--- config.mk ---
export PLATFORM = sky130hd
export DESIGN_NAME = flash_params_powerup
export DESIGN_NICKNAME = d
export VERILOG_FILES = /design/src/logic/flash_params_pkg.sv /design/src/logic/flash_params_powerup.sv
export SDC_FILE = /design/constraint.sdc
export NUM_CORES = 1
export LEC_CHECK = 0
export BUFFER_PORTS_ARGS = -buffer_cell sky130_fd_sc_hd__buf_2
export CAP_MARGIN = 10
export CORE_ASPECT_RATIO = 1.25
export CORE_MARGIN = 5
export CORE_UTILIZATION = 40
export DETAILED_ROUTE_END_ITERATION = 6
export HOLD_SLACK_MARGIN = 0.06
export PLACE_DENSITY_LB_ADDON = 0.15
export REMOVE_ABC_BUFFERS = 1
export SLEW_MARGIN = 10
export SYNTH_ARGS = -nofsm -noshare
export SYNTH_HDL_FRONTEND = slang
export SYNTH_SLANG_ARGS = --single-unit
--- constraint.sdc ---
create_clock -name mclk -period 5.6 [get_ports mclk]
set_input_delay 0.28 -clock mclk [delete_from_list [all_inputs] [get_ports mclk]]
set_output_delay 0.28 -clock mclk [all_outputs]
set_load 0.02 [all_outputs]
--- src/logic/flash_params_pkg.sv ---
package flash_params_pkg;

	// Parameter table window and values
	localparam logic [7:0] TABLE_BASE      = 8'h60;
	localparam logic [7:0] TABLE_LAST      = 8'h6F;
	localparam logic [7:0] BLANK_BYTE      = 8'hFF;
	localparam logic [7:0] VMAX_LO         = 8'h00;
	localparam logic [7:0] VMAX_HI         = 8'h36;
	localparam logic [7:0] VMIN_LO         = 8'h00;
	localparam logic [7:0] VMIN_HI         = 8'h27;
	localparam logic [15:0] HW_CAPS        = 16'h4FF6;
	localparam logic [7:0] WRAP_OPCODE     = 8'hFF;
	localparam logic [7:0] WRAP_LENGTH     = 8'hFF;
	localparam logic [15:0] PROT_CAPS      = 16'hCFFE;
	localparam logic [7:0] STATUS_DELIVERY = 8'h00;

	// Timing figures in their own units; 100 MHz clock
	localparam longint CLK_MHZ = 100;
	localparam longint POWERDOWN_ENTRY_DELAY_NS   = 10000;
	localparam longint WAKE_DELAY_NO_ID_NS        = 8800;
	localparam longint WAKE_DELAY_WITH_ID_NS      = 8800;
	localparam longint STATUS_WRITE_CYCLE_TIME_MS = 100;
	localparam longint SINGLE_BYTE_PROGRAM_TIME_US = 300;
	localparam longint PAGE_WRITE_CYCLE_TIME_MS   = 5;
	localparam longint SECTOR_CLEAR_TIME_MS       = 300;
	localparam longint BLOCK_CLEAR_TIME_S         = 2;
	localparam longint WHOLE_ARRAY_CLEAR_TIME_S   = 15;
	localparam longint POWERUP_SELECT_DELAY_US    = 200;

	// Longest times round down to whole cycles
	localparam logic [31:0] PD_ENTRY_CYC =
		32'(POWERDOWN_ENTRY_DELAY_NS * CLK_MHZ / 1000);
	localparam logic [31:0] WAKE_CYC =
		32'(WAKE_DELAY_NO_ID_NS * CLK_MHZ / 1000);
	localparam logic [31:0] WAKE_ID_CYC =
		32'(WAKE_DELAY_WITH_ID_NS * CLK_MHZ / 1000);
	localparam logic [31:0] SRW_CYC =
		32'(STATUS_WRITE_CYCLE_TIME_MS * CLK_MHZ * 1000);
	localparam logic [31:0] BYTE_CYC =
		32'(SINGLE_BYTE_PROGRAM_TIME_US * CLK_MHZ);
	localparam logic [31:0] PAGE_CYC =
		32'(PAGE_WRITE_CYCLE_TIME_MS * CLK_MHZ * 1000);
	localparam logic [31:0] SECTOR_CYC =
		32'(SECTOR_CLEAR_TIME_MS * CLK_MHZ * 1000);
	localparam logic [31:0] BLOCK_CYC =
		32'(BLOCK_CLEAR_TIME_S * CLK_MHZ * 1000000);
	localparam logic [31:0] CHIP_CYC =
		32'(WHOLE_ARRAY_CLEAR_TIME_S * CLK_MHZ * 1000000);

	// Internal operations the engine can run
	typedef enum logic [2:0] {
		OP_STATUS_WRITE = 3'b000,
		OP_BYTE_PROGRAM = 3'b001,
		OP_PAGE_PROGRAM = 3'b010,
		OP_SECTOR_CLEAR = 3'b011,
		OP_BLOCK_CLEAR  = 3'b100,
		OP_CHIP_CLEAR   = 3'b101
	} op_t;

	// Power and busy states
	typedef enum logic [2:0] {
		ST_STANDBY   = 3'b000,
		ST_BUSY      = 3'b001,
		ST_PD_ENTER  = 3'b010,
		ST_POWERDOWN = 3'b011,
		ST_WAKE      = 3'b100
	} state_t;

endpackage

--- src/logic/flash_params_powerup.sv ---
`timescale 1ns/1ps
// How it works
// - Maximum supply code reads 00h then 36h.
// - Minimum supply code reads 00h then 27h.
// - Hardware capability word reads 4FF6h.
// - Wrap opcode and length bytes read FFh.
// - Protection capability word reads CFFEh.
// - Unused table bytes read FFh.
// - Power-up: standby, write latch flag clear.
// - Delivered status register 00h.
// - Deep power-down reached within 10 us.
// - Wake to standby within 8.8 us.
// - Status write finishes within 100 ms.
// - Page 5 ms, single byte 300 us.
// - Sector erase finishes within 300 ms.
// - Block 2 s, chip 15 s.
module flash_params_powerup #(
	parameter logic [31:0] PD_ENTRY_CYCLES = flash_params_pkg::PD_ENTRY_CYC,
	parameter logic [31:0] WAKE_CYCLES     = flash_params_pkg::WAKE_CYC,
	parameter logic [31:0] WAKE_ID_CYCLES  = flash_params_pkg::WAKE_ID_CYC,
	parameter logic [31:0] SRW_CYCLES      = flash_params_pkg::SRW_CYC,
	parameter logic [31:0] BYTE_CYCLES     = flash_params_pkg::BYTE_CYC,
	parameter logic [31:0] PAGE_CYCLES     = flash_params_pkg::PAGE_CYC,
	parameter logic [31:0] SECTOR_CYCLES   = flash_params_pkg::SECTOR_CYC,
	parameter logic [31:0] BLOCK_CYCLES    = flash_params_pkg::BLOCK_CYC,
	parameter logic [31:0] CHIP_CYCLES     = flash_params_pkg::CHIP_CYC
) (
	// Clock and power-on reset
	input  wire logic                   mclk,
	input  wire logic                   reset,
	// Parameter table read port
	input  wire logic [7:0]             table_addr,
	output logic [7:0]                  table_data,
	// Write latch control
	input  wire logic                   latch_set,
	input  wire logic                   latch_clear,
	// Internal operation request
	input  wire logic                   op_start,
	input  wire flash_params_pkg::op_t  op_kind,
	// Power-down requests, given at chip-select rise
	input  wire logic                   powerdown_req,
	input  wire logic                   wake_req,
	input  wire logic                   wake_with_id,
	// Status
	output logic                        busy,
	output logic                        write_latch_flag,
	output logic                        in_powerdown,
	output logic                        in_standby,
	output logic [7:0]                  status_byte
);
	import flash_params_pkg::*;

	state_t      state_reg, state_next;
	logic [31:0] count_reg, count_next;
	logic        latch_reg;
	logic [7:0]  data_reg;
	logic [31:0] op_limit;
	logic [31:0] wake_limit;
	logic [7:0]  table_byte;
	logic        in_table;
	logic [3:0]  idx;
	logic        st_standby;
	logic        st_busy;
	logic        st_pd_enter;
	logic        st_pd;
	logic        count_done;
	logic        op_taken;
	logic        pd_taken;
	logic        wake_taken;
	logic        op_finish;

	// Constant table lookup; writes have no path to it
	// Addresses outside the window read blank, as undefined bytes do
	// Words sit low byte first, so a host reading upward sees each
	// 16-bit field in little-endian order
	assign in_table = (table_addr >= TABLE_BASE) &&
		(table_addr <= TABLE_LAST);
	// Only the low nibble indexes; the window check blanks the rest
	assign idx = table_addr[3:0];
	always_comb begin
		case (idx)
			4'h0: table_byte = VMAX_LO;
			4'h1: table_byte = VMAX_HI;
			4'h2: table_byte = VMIN_LO;
			4'h3: table_byte = VMIN_HI;
			4'h4: table_byte = HW_CAPS[7:0];
			4'h5: table_byte = HW_CAPS[15:8];
			4'h6: table_byte = WRAP_OPCODE;
			4'h7: table_byte = WRAP_LENGTH;
			4'h8: table_byte = PROT_CAPS[7:0];
			4'h9: table_byte = PROT_CAPS[15:8];
			default: table_byte = BLANK_BYTE;
		endcase
	end

	// Cycle budget per operation, each at its worst-case bound
	// Only the maximum figure is modelled; a real part often finishes
	// near its typical time, so a host should poll busy rather than
	// count on the full budget
	always_comb begin
		case (op_kind)
			OP_STATUS_WRITE: op_limit = SRW_CYCLES;
			OP_BYTE_PROGRAM: op_limit = BYTE_CYCLES;
			OP_PAGE_PROGRAM: op_limit = PAGE_CYCLES;
			OP_SECTOR_CLEAR: op_limit = SECTOR_CYCLES;
			OP_BLOCK_CLEAR:  op_limit = BLOCK_CYCLES;
			OP_CHIP_CLEAR:   op_limit = CHIP_CYCLES;
			default:         op_limit = PAGE_CYCLES;
		endcase
	end
	// Both wake figures are equal by default; the pick is read on
	// the edge that takes the wake request
	assign wake_limit = wake_with_id ? WAKE_ID_CYCLES : WAKE_CYCLES;

	// Named decodes of the sequencer state and of request acceptance;
	// the outputs read these instead of the raw state code; the next-state case selects on state_reg
	assign st_standby  = (state_reg == ST_STANDBY);
	assign st_busy     = (state_reg == ST_BUSY);
	assign st_pd_enter = (state_reg == ST_PD_ENTER);
	assign st_pd       = (state_reg == ST_POWERDOWN);
	// A counter at one marks the last cycle of a timed state
	assign count_done  = (count_reg <= 32'h00000001);
	// An operation start outranks a power-down in the same cycle
	assign op_taken    = st_standby && op_start;
	assign pd_taken    = st_standby && !op_start && powerdown_req;
	assign wake_taken  = st_pd && wake_req;
	// The internal cycle ends on the edge that leaves the busy state
	assign op_finish   = st_busy && count_done;

	// Power and busy sequencer; counter loads on entry, counts to 1
	// A counter loaded with N of 1 or more holds its state for exactly N cycles; a load of 0 holds it for one cycle.
	// A request that the current state cannot take is dropped without
	// trace; the host sees that only on the status outputs
	always_comb begin
		state_next = state_reg;
		count_next = count_reg;
		case (state_reg)
			// Idle: the only state that takes new work
			ST_STANDBY: begin
				if (op_taken) begin
					state_next = ST_BUSY;
					count_next = op_limit;
				end else if (pd_taken) begin
					state_next = ST_PD_ENTER;
					count_next = PD_ENTRY_CYCLES;
				end
			end
			// Timed states: count down, leave on the last cycle
			ST_BUSY, ST_PD_ENTER, ST_WAKE: begin
				if (count_done) begin
					count_next = 32'h00000000;
					state_next = st_pd_enter ?
						ST_POWERDOWN : ST_STANDBY;
				end else begin
					count_next = count_reg - 32'h00000001;
				end
			end
			// Deep power-down: only a wake request is heard
			ST_POWERDOWN: begin
				if (wake_taken) begin
					state_next = ST_WAKE;
					count_next = wake_limit;
				end
			end
			// Unused codes fall back to standby
			default: begin
				state_next = ST_STANDBY;
				count_next = 32'h00000000;
			end
		endcase
	end

	// Sequencer registers; power-on lands in standby
	// With no reset pin, power-on reset is the only way to force standby
	// The counter is cleared too so that no stale budget survives
	always_ff @(posedge mclk) begin
		if (reset) begin
			state_reg <= ST_STANDBY;
			count_reg <= 32'h00000000;
		end else begin
			state_reg <= state_next;
			count_reg <= count_next;
		end
	end

	// Write latch: set wins over clear; an operation consumes it on the edge that ends it
	// The latch is spent by the operation that it enabled
	always_ff @(posedge mclk) begin
		if (reset)
			latch_reg <= 1'b0;
		else if (latch_set)
			latch_reg <= 1'b1;
		else if (latch_clear || op_finish)
			latch_reg <= 1'b0;
	end

	// Registered table data, blank outside the defined window
	// One cycle of lag buys a data output straight from flip-flops
	always_ff @(posedge mclk) begin
		if (reset)
			data_reg <= BLANK_BYTE;
		else
			data_reg <= in_table ? table_byte : BLANK_BYTE;
	end

	// Status outputs; status reads 00h when idle with latch clear
	// Upper status bits have no owner here and keep their delivery value
	// Busy is the in-progress bit; the latch sits just above it
	assign table_data       = data_reg;
	assign busy             = st_busy;
	assign write_latch_flag = latch_reg;
	assign in_powerdown     = st_pd;
	assign in_standby       = st_standby;
	assign status_byte      = STATUS_DELIVERY |
		{6'h00, latch_reg, busy};

endmodule

# Yosys cells after proc, flatten, opt, wreduce, memory -nomap -nowiden
# Memory sizes are Yosys's and may differ from the RTL's. A register that Yosys moved wholly into a read port is not among the register bits.
# Cells that the tools add are included.
# classes
addsub	1
order_cmp	3
eq_ne	11
muxes	14
bitwise	1
reduce_logical	15
# op_table
cell	n
$pmux W31 S5	1
$mux W32	4
$pmux W32 S3	1
$le A32 B1 Y1 const B	1
$sub A32 B1 Y32 const B	1
$mux W3	4
$eq A3 B2 Y1 const B	3
$eq A3 B3 Y1 const B	3
$pmux W3 S3	1
$ge A8 B7 Y1 const B	1
$le A8 B7 Y1 const B	1
$eq A3 B1 Y1 const B	2
$logic_and A1 B1 Y1	6
$logic_not A3 Y1	2
$ne A3 B1 Y1 const B	1
$reduce_and A3 Y1	1
$reduce_or A3 Y1	1
$mux W1	2
$mux W2	1
$ne A2 B1 Y1 const B	1
$ne A2 B2 Y1 const B	1
$reduce_and A2 Y1	1
$reduce_bool A2 Y1	1
$reduce_or A2 Y1	1
other kinds (3)	3
# totals
ff_bits	36
romBits	128
in_bits	19
out_inout_bits	20
word_cells	49
memories	1
# mem_list
memory	depth	word_bits	read_ports	rd_ports_with_merged_regs	wr	line_no	text
(name not given)	16	8	1	1	0	flash_params_powerup.sv:81	case (idx)

# Logic depth before layout (Yosys ltp)
# depth
ltp_word	6
ltp_mapped	8
depth_no_buf	7

# Worst setup path before layout
# No wires, ideal clock.
# synth_path
path_kind	register -> register
from	reg count_reg[16]
to	reg count_reg[27]
setup_ns	0.060
arrival_ns	2.219
required_time_ns	5.540
setup_slack_ns	3.321
path_stages_with_launch	6
n_path_buf	0
period_less_slack_ns	2.279
cell_sequence	dfxtp_1 -> or4_4 -> or4b_4 -> or3_4 -> nor4b_2 -> a311o_1
# synth_via
elab_chain_cells	3
elab_cells_between_ends	4
classes_between	add/sub: 1; order compare: 1; mux: 2
# synth_rtl
item	line_no	text
start: declaration	flash_params_powerup.sv:54	logic [31:0] count_reg, count_next;
start signal: assignment	flash_params_powerup.sv:182	count_reg <= count_next;
$sub A32 B1 Y32 / $le A32 B1 Y1 (equally long branches)	flash_params_powerup.sv:155, flash_params_powerup.sv:122	
$mux W32 (*)	flash_params_powerup.sv:150	if (count_done) begin
$pmux W32 S3 (*)	flash_params_powerup.sv:137	case (state_reg)
# Mark *: on every way between the ends. The rest lies on a longest branch, timed or not.
# A chain may end at the register's enable or synchronous reset.

# Worst setup path in the final report
# layout_path
from	reg count_reg[16]
to	reg count_reg[10]
# layout_via
elab_chain_cells	3
# layout_rtl
item	line_no	text
$le A32 B1 Y1	flash_params_powerup.sv:122	assign count_done = (count_reg <= 32'h00000001);
$mux W32	flash_params_powerup.sv:150	
$pmux W32 S3	flash_params_powerup.sv:137	
# Every way passes these cells.

==> run summary <==
The run finished with clean final reports. The H-tree generated during clock tree synthesis spans 2 levels. The run gives 0.30 ns as the latest clock arrival within the worst-skew pair. For the total congestion overflow, the log shows 0. The detailed-route wire length per cell is 15.9 um, and the global placer's final weighted congestion is 0.848. The worst-case clock buffer depth came out at 2. The logs give 33 for the number of standard-cell rows in the floorplan and 2.65 ns for the post-route worst setup slack. The logs give 17.8% for the combined global-route utilization of all metal layers and 0 for the total of max-cap violations. In the layout the commonest cells are sky130_fd_sc_hd__dfxtp_1 (43), sky130_fd_sc_hd__nand2_1 (34), sky130_fd_sc_hd__buf_2 (31).

For the worst setup path, the data arrival time is 3.12 ns. Setup skew after layout: 0.00611 ns. The core region is 6570 um2. The most frequent standard cell in the layout excluding fill and tap cells is sky130_fd_sc_hd__dfxtp_1. The number of antenna diodes in the final layout is 0. The logs give 31.8% for the fraction of the yosys area taken by sequential cells and 0.339 GHz for the maximum clock frequency.

The tree built by TritonCTS fans out to 43 sinks. In the final layout, flip-flops and latches occupy 861 um2. For this run, the post-layout net count is 395. The area added between synthesis and finish works out to 10.8%. In this design, the stage delay of the slowest critical-path cell is 0.60 ns. The tools report the setup-violating endpoint count in the final report as 0. Measured along the x axis, the die boundary spans 83.6 um.

The largest net degree at the start of global routing was 44; the hold buffer count at cts was 0. The relative slew slack was 50.8%; the via count of the routed design was 2717. For the buffers inserted during post-CTS setup optimization, the log shows 0.

In the final layout, the multi-input gates occupy 1690 um2. Overall power consumption after layout is estimated at 1.13 mW. In this run, post-CTS repair resized a total of 0 instances. The worst setup path is launched from a flip-flop.

The sort of element at the end of the critical path was a flip-flop. The tools report the I/O pin count as 39. The count of endpoints failing hold in the final timing report came out at 0. The register with the most flip-flops in the layout has 32 of them. At the end of the flow the core is filled with cells to 45.7%. The synthesized design contains 0 enable-type register cells. The detail route stage leaves a number of antenna-violating nets equal to 0. After synthesis, the mean cell area works out to 7.65 um2.

The worst vdd rail ir drop was 0.000158 V. The number of buffers added by the clock tree synthesis step was 5; the first-pass GRT wire length was 12.4 mm. The critical path is of the flip-flop to flip-flop type. In the finished design, the share of the clock period the worst path needs comes to 52.7%. The HPWL after detailed placement is 5.11 mm.

After synthesis, the netlist uses 62 different library cells. Among all flip-flop cells after synthesis, the most frequent one is sky130_fd_sc_hd__dfxtp_1. After detailed routing, the number of remaining DRC violations is 0. TritonCTS built the clock tree.

The mapped netlist covers 2710 um2. The chip height came out at 102 um. The run gives 0 as the yosys synthesis warning count.

For the area of the die, the log shows 8520 um2. The signal on the critical path passes through or4_4 -> nor4b_2 -> a31oi_2 -> buf_4 -> a2111oi_0 -> nor3_1. For this run, asynchronously set or reset flops after synthesis account for 0%.

The analysis attributes to cell leakage a power of 1.13 nW. During placement, the flow inserted port buffers numbering 31. The root buffer cell chosen for the clock tree is sky130_fd_sc_hd__clkbuf_8. For this block, the initial DRC count from the detailed router was 242. Dividing total power by cell area gives a power density of 376 nW/um2.

The slowest stage of the critical path is the sky130_fd_sc_hd__nor4b_2 cell. After detailed routing, the total wire length is 7.31 mm. The largest driver fanout on the critical path is 22, and the cell count after synthesis is 354.

For the final routed database, the setup TNS stands at 0 ns. For this configuration, the core starts out at a cell density of 41.2%. The detail-routed via count per cell was 5.89. OpenSTA, run right after detailed placement, puts the worst setup slack at 2.65 ns. For the worst setup path, the data required time is 5.77 ns. The worst hold path belongs to the class input pin to flip-flop. For the via count of the first global-routing pass, the log shows 2538.

The fill cell total of the finished layout is 675. After clock tree synthesis, the clock-pin slew on the worst setup and hold paths is 0.08 ns. Setup repair after global routing left no endpoint under its margin.

The run gives 0 as the initial antenna violation count. At the pin with the least slew margin, the transition time is 0.730 ns. The length of the first detailed-routing pass in iterations came out at 4. Total of flip-flops plus latches after synthesis: 43. The clock period could shrink to 2.95 ns.

The tools report the max-slew violation count as 0. The share of post-route cells with drive strength above 1 is 14.2%.
synth_stat cells, types with 2 or more instances:
master	n	area (um2)
sky130_fd_sc_hd__dfxtp_1	43	861
sky130_fd_sc_hd__nand2_1	34	128
sky130_fd_sc_hd__nor2_1	28	105
sky130_fd_sc_hd__o21ai_0	27	135
sky130_fd_sc_hd__nor3_1	19	95.1
sky130_fd_sc_hd__clkbuf_1	17	63.8
sky130_fd_sc_hd__a21oi_1	16	80.1
sky130_fd_sc_hd__a31oi_1	15	93.8
sky130_fd_sc_hd__nor4_1	14	87.6
sky130_fd_sc_hd__inv_1	11	41.3
sky130_fd_sc_hd__buf_4	9	67.6
sky130_fd_sc_hd__nand3_1	9	45.0
sky130_fd_sc_hd__xnor2_1	9	78.8
sky130_fd_sc_hd__and3_1	6	37.5
sky130_fd_sc_hd__o31a_1	6	52.6
sky130_fd_sc_hd__a22oi_1	5	37.5
sky130_fd_sc_hd__nand2b_1	5	31.3
sky130_fd_sc_hd__nand4_1	5	31.3
sky130_fd_sc_hd__or4_1	5	37.5
sky130_fd_sc_hd__nor2b_1	4	25.0
sky130_fd_sc_hd__or3_1	4	25.0
sky130_fd_sc_hd__xor2_1	4	35.0
sky130_fd_sc_hd__a211oi_1	3	22.5
sky130_fd_sc_hd__nand3b_1	3	22.5
sky130_fd_sc_hd__nor3b_1	3	22.5
sky130_fd_sc_hd__nor4b_1	3	26.3
sky130_fd_sc_hd__o31ai_1	3	22.5
sky130_fd_sc_hd__a2111oi_0	2	17.5
sky130_fd_sc_hd__a221oi_1	2	17.5
sky130_fd_sc_hd__a311o_1	2	20.0
sky130_fd_sc_hd__and2_1	2	12.5
sky130_fd_sc_hd__ha_1	2	25.0
sky130_fd_sc_hd__nor4b_2	2	30.0
sky130_fd_sc_hd__o211ai_1	2	15.0
sky130_fd_sc_hd__o22ai_1	2	12.5
sky130_fd_sc_hd__o2bb2ai_1	2	17.5
cell families (layout without fill, tap and decap cells):
kind of cell             after synthesis  in the layout  synth area share (%)
buffers and inverters                 39             54                  6.70
AND/OR/NAND/NOR                      153            153                  30.9
adder cells (fa/ha/maj)                2              2                 0.924
flip-flops                            43             43                  31.8
AO/OA/AOI/OAI                        101            101                  24.5
multiplexers                           2              2                 0.786
XOR/XNOR                              13             13                  4.21
other                                  1              6                 0.138
path summary, 6_finish.rpt:
path,startpoint,endpoint,slack (ns),cells after the start
max,count_reg[16]$_SDFFE_PP0P_,count_reg[10]$_SDFFE_PP0P_,2.65,6
min,latch_set,write_latch_flag$_SDFFE_PP0P_,0.21,3
max reg2reg,count_reg[16]$_SDFFE_PP0P_,count_reg[10]$_SDFFE_PP0P_,2.65,6
min reg2reg,count_reg[24]$_SDFFE_PP0P_,count_reg[24]$_SDFFE_PP0P_,0.52,2
area by class of cell:
class                   count  area share (%)
inverters                  11            1.38
flip-flops and latches     43            28.7
multi-input cells         277            56.5
clock buffers               6            2.42
clock inverters             1            1.00
repair buffers             36            6.42
well taps                  87            3.63
metrics by stage:
step,instances,hold WS (ns),instance area (um2)
final,461,0.209,3000
after detailed placement,454,0.512,2900
after global placement,454,0.500,2900
after global routing,461,0.213,3000
after CTS,461,0.203,3000
after floorplan,331,0.349,2590
routing by layer:
metal	track usage, %	routed length [um]	vias up
li1	-	-	1348
met1	21.6	3250	1288
met2	30.9	3520	71
met3	3.87	379	10
met4	7.30	161	0
met5	0	0	-
power breakdown:
part | internal (mW) | switching (mW)
clock network | 0.131 | 0.109
logic | 0.192 | 0.293
registers | 0.346 | 0.0573
total | 0.668 | 0.460
critical path: cells and delay by family, from the launching register on:
kind                   cells  cell delay, ns
AO/OA/AOI/OAI              2            0.83
buffers and inverters      1            0.34
flip-flops                 1            0.37
AND/OR/NAND/NOR            3            1.28
(Power assumes the default switching activity.)
